--- config.mk ---
export PLATFORM = sky130hd
export DESIGN_NAME = event_channel_irq_regs
export DESIGN_NICKNAME = d
export VERILOG_FILES = /design/src/rtl/event_irq_pkg.sv /design/src/rtl/event_channel_irq_regs.sv
export SDC_FILE = /design/constraint.sdc
export NUM_CORES = 1
export LEC_CHECK = 0
export BUFFER_PORTS_ARGS = -buffer_cell sky130_fd_sc_hd__buf_2
export CORE_ASPECT_RATIO = 1.5
export CORE_MARGIN = 2
export CORE_UTILIZATION = 51
export DETAILED_ROUTE_END_ITERATION = 10
export PLACE_DENSITY = 0.8
export SLEW_MARGIN = 40
export SYNTH_ARGS = -nofsm -noshare
export SYNTH_HDL_FRONTEND = slang
export SYNTH_SLANG_ARGS = --single-unit
--- constraint.sdc ---
create_clock -name clk -period 2.7 [get_ports clk]
set_input_delay 0.54 -clock clk [delete_from_list [all_inputs] [get_ports clk]]
set_output_delay 0.54 -clock clk [all_outputs]
set_load 0.01 [all_outputs]
--- src/rtl/event_irq_pkg.sv ---
// Purpose: Constants and carriers for the event channel interrupt registers
// Assumes: Twelve channels, 32-bit Avalon-MM register slave
// Notes:   Byte offsets are word aligned
package event_irq_pkg;
   localparam int          NUM_CHANNELS     = 12;
   localparam int          ADDR_WIDTH       = 5;
   localparam logic [4:0]  OFFS_ENABLE_CLR  = 5'h10;
   localparam logic [4:0]  OFFS_ENABLE_SET  = 5'h14;
   localparam logic [4:0]  OFFS_FLAGS       = 5'h18;
   localparam logic [31:0] RESET_ENABLE     = 32'h00000000;
   localparam logic [31:0] RESET_FLAGS      = 32'h00000000;
   localparam int          EVD_HI_POS       = 24;
   localparam int          OVR_HI_POS       = 16;
   localparam int          EVD_LO_POS       = 8;
   localparam int          OVR_LO_POS       = 0;
   localparam logic [31:0] USED_BITS_MASK   = 32'h0F0FFFFF;

   typedef struct packed {
      logic [ADDR_WIDTH-1:0] address;
      logic                  read;
      logic                  write;
      logic [31:0]           writedata;
   } bus_req_t;

   typedef struct packed {
      logic [NUM_CHANNELS-1:0] detected;
      logic [NUM_CHANNELS-1:0] overrun;
      logic [NUM_CHANNELS-1:0] asyncPath;
   } chan_events_t;
endpackage : event_irq_pkg

--- src/rtl/event_channel_irq_regs.sv ---
// Purpose: Interrupt enables and flags of a twelve-channel event unit
// Assumes: Event inputs are synchronous to clk, one-cycle pulses
// Notes:   Enable set and clear registers share one enable state
//
// Register access over Avalon-MM was chosen for this implementation.
`timescale 1ns/10ps
`default_nettype none

module event_channel_irq_regs (
   // Clock and reset
   input  wire logic                    clk,
   input  wire logic                    rst_n,
   // Avalon-MM slave
   input  wire event_irq_pkg::bus_req_t busReq,
   output var  logic [31:0]             readdata,
   output var  logic                    waitrequest,
   // Channel events
   input  wire event_irq_pkg::chan_events_t chanEvents,
   // Interrupt request
   output var  logic                    irqOut
);
   import event_irq_pkg::*;

   logic [31:0] enable_reg;
   logic [31:0] enable_next;
   logic [31:0] flags_reg;
   logic [31:0] flags_next;
   logic [31:0] readdata_reg;
   logic [31:0] readdata_next;
   logic        wait_reg;
   logic        wait_next;
   logic        irq_reg;
   logic        irq_next;
   logic [31:0] setEvents;

   // Refuse any channel count other than the twelve the register layout holds
   generate
      if (NUM_CHANNELS != 12) begin : g_bad_channels
         $error("channel count must be twelve");
      end
   endgenerate

   // One wait state: waitrequest drops in the second request cycle,
   // and a write takes effect at the edge that ends that cycle
   wire         reqActive = busReq.read | busReq.write;
   wire         firstCyc  = reqActive & wait_reg;
   wire         accept    = reqActive & ~wait_reg;
   wire         wrAccept  = accept & busReq.write;
   wire         rdCapture = firstCyc & busReq.read;
   wire [31:0]  wrData    = busReq.writedata & USED_BITS_MASK;
   wire         hitClr    = busReq.address == OFFS_ENABLE_CLR;
   wire         hitSet    = busReq.address == OFFS_ENABLE_SET;
   wire         hitFlags  = busReq.address == OFFS_FLAGS;
   wire [31:0]  wrClr     = (wrAccept & hitClr) ? wrData : 32'h00000000;
   wire [31:0]  wrSet     = (wrAccept & hitSet) ? wrData : 32'h00000000;
   wire [31:0]  wrFlags   = (wrAccept & hitFlags) ? wrData : 32'h00000000;

   // Map per-channel events into register layout
   generate
      for (genvar ch = 0; ch < NUM_CHANNELS; ch++) begin : g_map
         localparam int EP = (ch < 8) ? EVD_LO_POS + ch
                                      : EVD_HI_POS + ch - 8;
         localparam int OP = (ch < 8) ? OVR_LO_POS + ch
                                      : OVR_HI_POS + ch - 8;
         assign setEvents[EP] = chanEvents.detected[ch] &
                                ~chanEvents.asyncPath[ch];
         assign setEvents[OP] = chanEvents.overrun[ch] &
                                ~chanEvents.asyncPath[ch];
      end
   endgenerate
   assign setEvents[31:28] = 4'h0;
   assign setEvents[23:20] = 4'h0;

   // Enables: clear wins over set in the same write cycle is moot,
   // the two views never write together
   assign enable_next = (enable_reg | wrSet) & ~wrClr;
   assign flags_next  = (flags_reg & ~wrFlags) | setEvents;
   assign irq_next    = |(flags_next & enable_next);

   wire [31:0] rdMux = (hitClr | hitSet) ? enable_reg :
                       hitFlags          ? flags_reg  : 32'h00000000;
   // Read word is captured in the first cycle and held until the next read
   assign readdata_next = rdCapture ? (rdMux & USED_BITS_MASK)
                                    : readdata_reg;
   assign wait_next     = ~firstCyc;

   always_ff @(posedge clk) begin
      if (!rst_n) begin
         enable_reg   <= RESET_ENABLE;
         flags_reg    <= RESET_FLAGS;
         readdata_reg <= 32'h00000000;
         wait_reg     <= 1'b1;
         irq_reg      <= 1'b0;
      end else begin
         enable_reg   <= enable_next;
         flags_reg    <= flags_next;
         readdata_reg <= readdata_next;
         wait_reg     <= wait_next;
         irq_reg      <= irq_next;
      end
   end

   // All outputs come straight from flip-flops
   assign waitrequest = wait_reg;
   assign readdata    = readdata_reg;
   assign irqOut      = irq_reg;

   reserved_zero_a: assert property (
      @(posedge clk) disable iff (!rst_n)
      (flags_reg[31:28] == 4'h0) && (flags_reg[23:20] == 4'h0)
      && (enable_reg[31:28] == 4'h0) && (enable_reg[23:20] == 4'h0))
      else $error("reserved bits set");
   event_flag_set_a: assert property (
      @(posedge clk) disable iff (!rst_n)
      (|setEvents) |=>
      ((flags_reg & $past(setEvents)) == $past(setEvents)))
      else $error("event flag not set");
   overrun_set_a: assert property (
      @(posedge clk) disable iff (!rst_n)
      (chanEvents.overrun[3] && !chanEvents.asyncPath[3]) |=>
      flags_reg[OVR_LO_POS + 3]) else $error("overrun flag not set");
   async_no_set_a: assert property (
      @(posedge clk) disable iff (!rst_n)
      (!flags_reg[OVR_LO_POS] && chanEvents.asyncPath[0]) |=>
      !flags_reg[OVR_LO_POS]) else $error("async overrun set");
   async_evd_a: assert property (
      @(posedge clk) disable iff (!rst_n)
      (!flags_reg[EVD_LO_POS] && chanEvents.asyncPath[0]) |=>
      !flags_reg[EVD_LO_POS]) else $error("async event flag set");
   irq_gated_a: assert property (
      @(posedge clk) disable iff (!rst_n)
      irqOut == |(flags_reg & enable_reg))
      else $error("irq not matching enabled flags");
   enable_set_a: assert property (
      @(posedge clk) disable iff (!rst_n)
      (wrAccept && hitSet && busReq.writedata[EVD_HI_POS]) |=>
      enable_reg[EVD_HI_POS]) else $error("enable set failed");
   overrun_en_set_a: assert property (
      @(posedge clk) disable iff (!rst_n)
      (wrAccept && hitSet && busReq.writedata[OVR_LO_POS]) |=>
      enable_reg[OVR_LO_POS]) else $error("overrun enable set failed");
   enable_clear_a: assert property (
      @(posedge clk) disable iff (!rst_n)
      (wrAccept && hitClr && busReq.writedata[OVR_HI_POS]) |=>
      !enable_reg[OVR_HI_POS]) else $error("enable clear failed");
   event_en_clear_a: assert property (
      @(posedge clk) disable iff (!rst_n)
      (wrAccept && hitClr && busReq.writedata[EVD_LO_POS]) |=>
      !enable_reg[EVD_LO_POS]) else $error("event enable clear failed");
   zero_write_a: assert property (
      @(posedge clk) disable iff (!rst_n)
      (wrAccept && hitSet && busReq.writedata == 32'h00000000) |=>
      enable_reg == $past(enable_reg)) else $error("zero write changed");
   flag_clear_a: assert property (
      @(posedge clk) disable iff (!rst_n)
      (wrAccept && hitFlags && busReq.writedata[OVR_LO_POS + 3]
       && !setEvents[OVR_LO_POS + 3]) |=> !flags_reg[OVR_LO_POS + 3])
      else $error("flag clear failed");
   set_beats_clear_a: assert property (
      @(posedge clk) disable iff (!rst_n)
      (wrAccept && hitFlags && setEvents[EVD_LO_POS + 1]) |=>
      flags_reg[EVD_LO_POS + 1]) else $error("set lost to clear");
   wait_one_a: assert property (
      @(posedge clk) disable iff (!rst_n)
      ($rose(reqActive) && waitrequest) |=> !waitrequest)
      else $error("waitrequest too long");
endmodule : event_channel_irq_regs

`default_nettype wire

==> impl_results.md <==
* Total clock sinks at 74
* Root buf cell: clkbuf_8
* Skew-Pair Late Insertion Delay at around 0.34 ns
* Crit path required time at 2.93 ns
* Area leader, netlist: dfxtp_1
* Hold depth at 2
* Ys flop type: dfxtp_1
* Die height at 105 microns
* Worst clock skew at 0.00595 ns
* Setup slack after layout at approximately 0.22 ns
* WS Path Type: in -> reg
* Mapped Cells at 379
* PD cells at 527 nW/um^2
* Worst setup SP type: primary input
* GRT Overall Usage at 0.247
* CTS clk-pin slew, worst paths at 0.07 ns
* GR peak layer: met2
* Final min period at between 2 and 2.5 ns
* Worst-Margin Slew at 0.504 ns
* Final setup fails at 0
* Total CTS buffers at 9
* Synth top area cells: dfxtp_1 (42%), nor2b_1 (8.6%), o211a_1 (6.9%), a22oi_1 (6.2%), mux2i_1 (5.1%)
* CP arrival at 2.71 ns
* Nets@finish at between 500 and 600
* Die width at 71.7 microns
* I/O pin cnt at 111
* DRT Pass-1 Iters at 5
* #FFs+latches synth at 74
* Floorplan Core Area at 6760 sq um
* Share of layout cells above drive strength 1 at 0.302
* Longest Clk Path Bufs at 2
* Largest net degree at the start of global routing at 49
* WL/cell at 15.9 microns
* Syn avg cell area at 9.24 sq um
* Status: finished clean
* R2R cell count at 6
* Gp weighted congestion at between 0.8 and 0.9
* Unrepaired setup endpoints after global routing: false
* EDFF count, synth at 0
* Final std cells w/o fill at 568
* First-pass GRT wire length at approximately 14000 microns
* Met2 usage at 0.414
* Static Leakage at about 2.2 nW
* Routed wire length at 9060 microns
* H-tree lvl count at 3
* Final cycle utilization of the critical path at 0.917
* Tot Pwr at 2.33 mW
* Drc violations at 0
* Row count at 37
* Die area at 7560 sq um
* Slack of the worst reg-to-reg path at 0.24 ns
* Total global routing overflow at 0
* Crit-path max FO at 21
* Fin Setup TNS at 0 ns
* GR Util met3 at 0.0325
* Sequential area share after synthesis at 0.423
* Share of the synthesized area in the top cell type at 0.423
* Post-synthesis async set-or-reset flop share at 0
* Fin. Hold Viols at 0
* DP Worst Slack at -0.270 ns
* Syn-to-layout area delta at 26.1%
* Yosys cell types at 40
* Max Cap Viol at 0
* Total number of vias at 3218
* Slew headroom at 0.662
* Final core occ at 0.653
* Detail Route Antenna Nets at 0
* Hold Path Class: in -> reg
* Hold buffers post-CTS at 0
* Diodes inserted at 0
* CTS tree: built
* Synth Warn # at 0
* Fin. max-slew vios at 0
* Post-CTS Setup Bufs at 0
* DR iter-0 viols at 252
* VDD IR max at 0.363 mV
* Syn Std Cell Area at 3500 sq um
* Initial Utilization at 0.518
* Number of global-route vias before repair at 3079
* Placed cells at 554
* Peak Freq at slightly above 400 MHz
* Hpwl dp at 6690 microns
* GR Layer Usage met1 at 0.309
* DR vias/cell at 5.67
* PortBufs at 94
* Crit end category: flop
* Initial antenna violation count at 0
[layer usage]
| metal | vias to the layer above | part of all wire |
|---|---|---|
| li1 | 1561 | - |
| met2 | 116 | 0.50 |
| met5 | - | 0 |
| met1 | 1523 | 0.42 |
| met3 | 18 | 0.054 |
| met4 | 0 | 0.027 |
[cell usage after synthesis (2+ instances only)]
cell	n
a22o_1	3
dfxtp_1	74
a22oi_1	29
and2_1	9
and3_1	10
mux2i_1	18
buf_2	3
clkbuf_1	21
o211a_1	24
and4_1	3
nand2_1	34
o22ai_1	11
buf_4	10
nor2b_1	48
a221oi_1	2
nand3_1	13
and2b_1	2
a31oi_1	7
inv_1	20
mux2_1	2
a221oi_2	2
a21oi_1	10
o221ai_1	2
o21a_1	6
[report_power, final]
| part | total [mW] | switching, mW | leakage [nW] | internal, mW |
|---|---|---|---|---|
| sequential | 1.18 | 0.0303 | 0.607 | 1.15 |
| combinational | 0.312 | 0.165 | 1.51 | 0.147 |
| clock | 0.838 | 0.375 | 0.101 | 0.464 |
| total | 2.33 | 0.570 | 2.22 | 1.76 |
[final timing paths]
| check | startpoint | endpoint |
|---|---|---|
| min reg2reg | waitrequest | waitrequest |
| max | busReq[37] | irqOut |
| min | busReq[33] | waitrequest |
| max reg2reg | waitrequest | irqOut |
[critical path, stage by stage]
cell     delay [ns]
buf_2          0.12
nor4b_4        0.34
buf_12         0.20
and3_1         0.18
mux2i_1        0.28
o22ai_1        0.14
or4_1          0.59
o41a_1         0.32
[cells by family after synthesis]
logic type,Yosys count,synth area share
buf+inv,55,0.0729
simple gates,127,0.212
flops,74,0.423
other cells,1,0.00107
mux,21,0.0611
compound gates,101,0.230
[placed cells by master (no fill, tap or decap), types with 3 or more instances in the layout]
cell type and n:
buf_2 94, dfxtp_1 74, nor2b_1 47, nand2_1 34
a22oi_1 29, buf_4 26, o211a_1 24, inv_1 20
mux2i_1 18, nand3_1 13, o22ai_1 11, clkbuf_8 11
a21oi_1 10, and3_1 10, and2_1 9, conb_1 8
a31oi_1 7, o21a_1 6, buf_12 5, a22o_1 3
and4_1 3
[repair_timing]
item	in CTS	in global routing
hold endpoints to repair	0	0
resized for setup	0	1
setup endpoints to repair	0	1
[final cells by class]
| class | instances | area, sq um |
|---|---|---|
| clock buffers | 11 | 151 |
| flip-flops and latches | 74 | 1480 |
| well taps | 78 | 97.6 |
| repair buffers | 125 | 766 |
| multi-input cells | 257 | 1800 |
| inverters | 20 | 75.1 |
| fillers | 559 | 2350 |
| clock inverters | 3 | 40.0 |
[per-stage QoR]
stage	instance area (sq um)	hold WS, ns
2_1_floorplan	3530	0.457
3_3_place_gp	4220	0.425
3_5_place_dp	4220	0.435
4_1_cts	4410	0.401
5_1_grt	4410	0.408
6_report	4410	0.408
(Power assumes the default switching activity.)
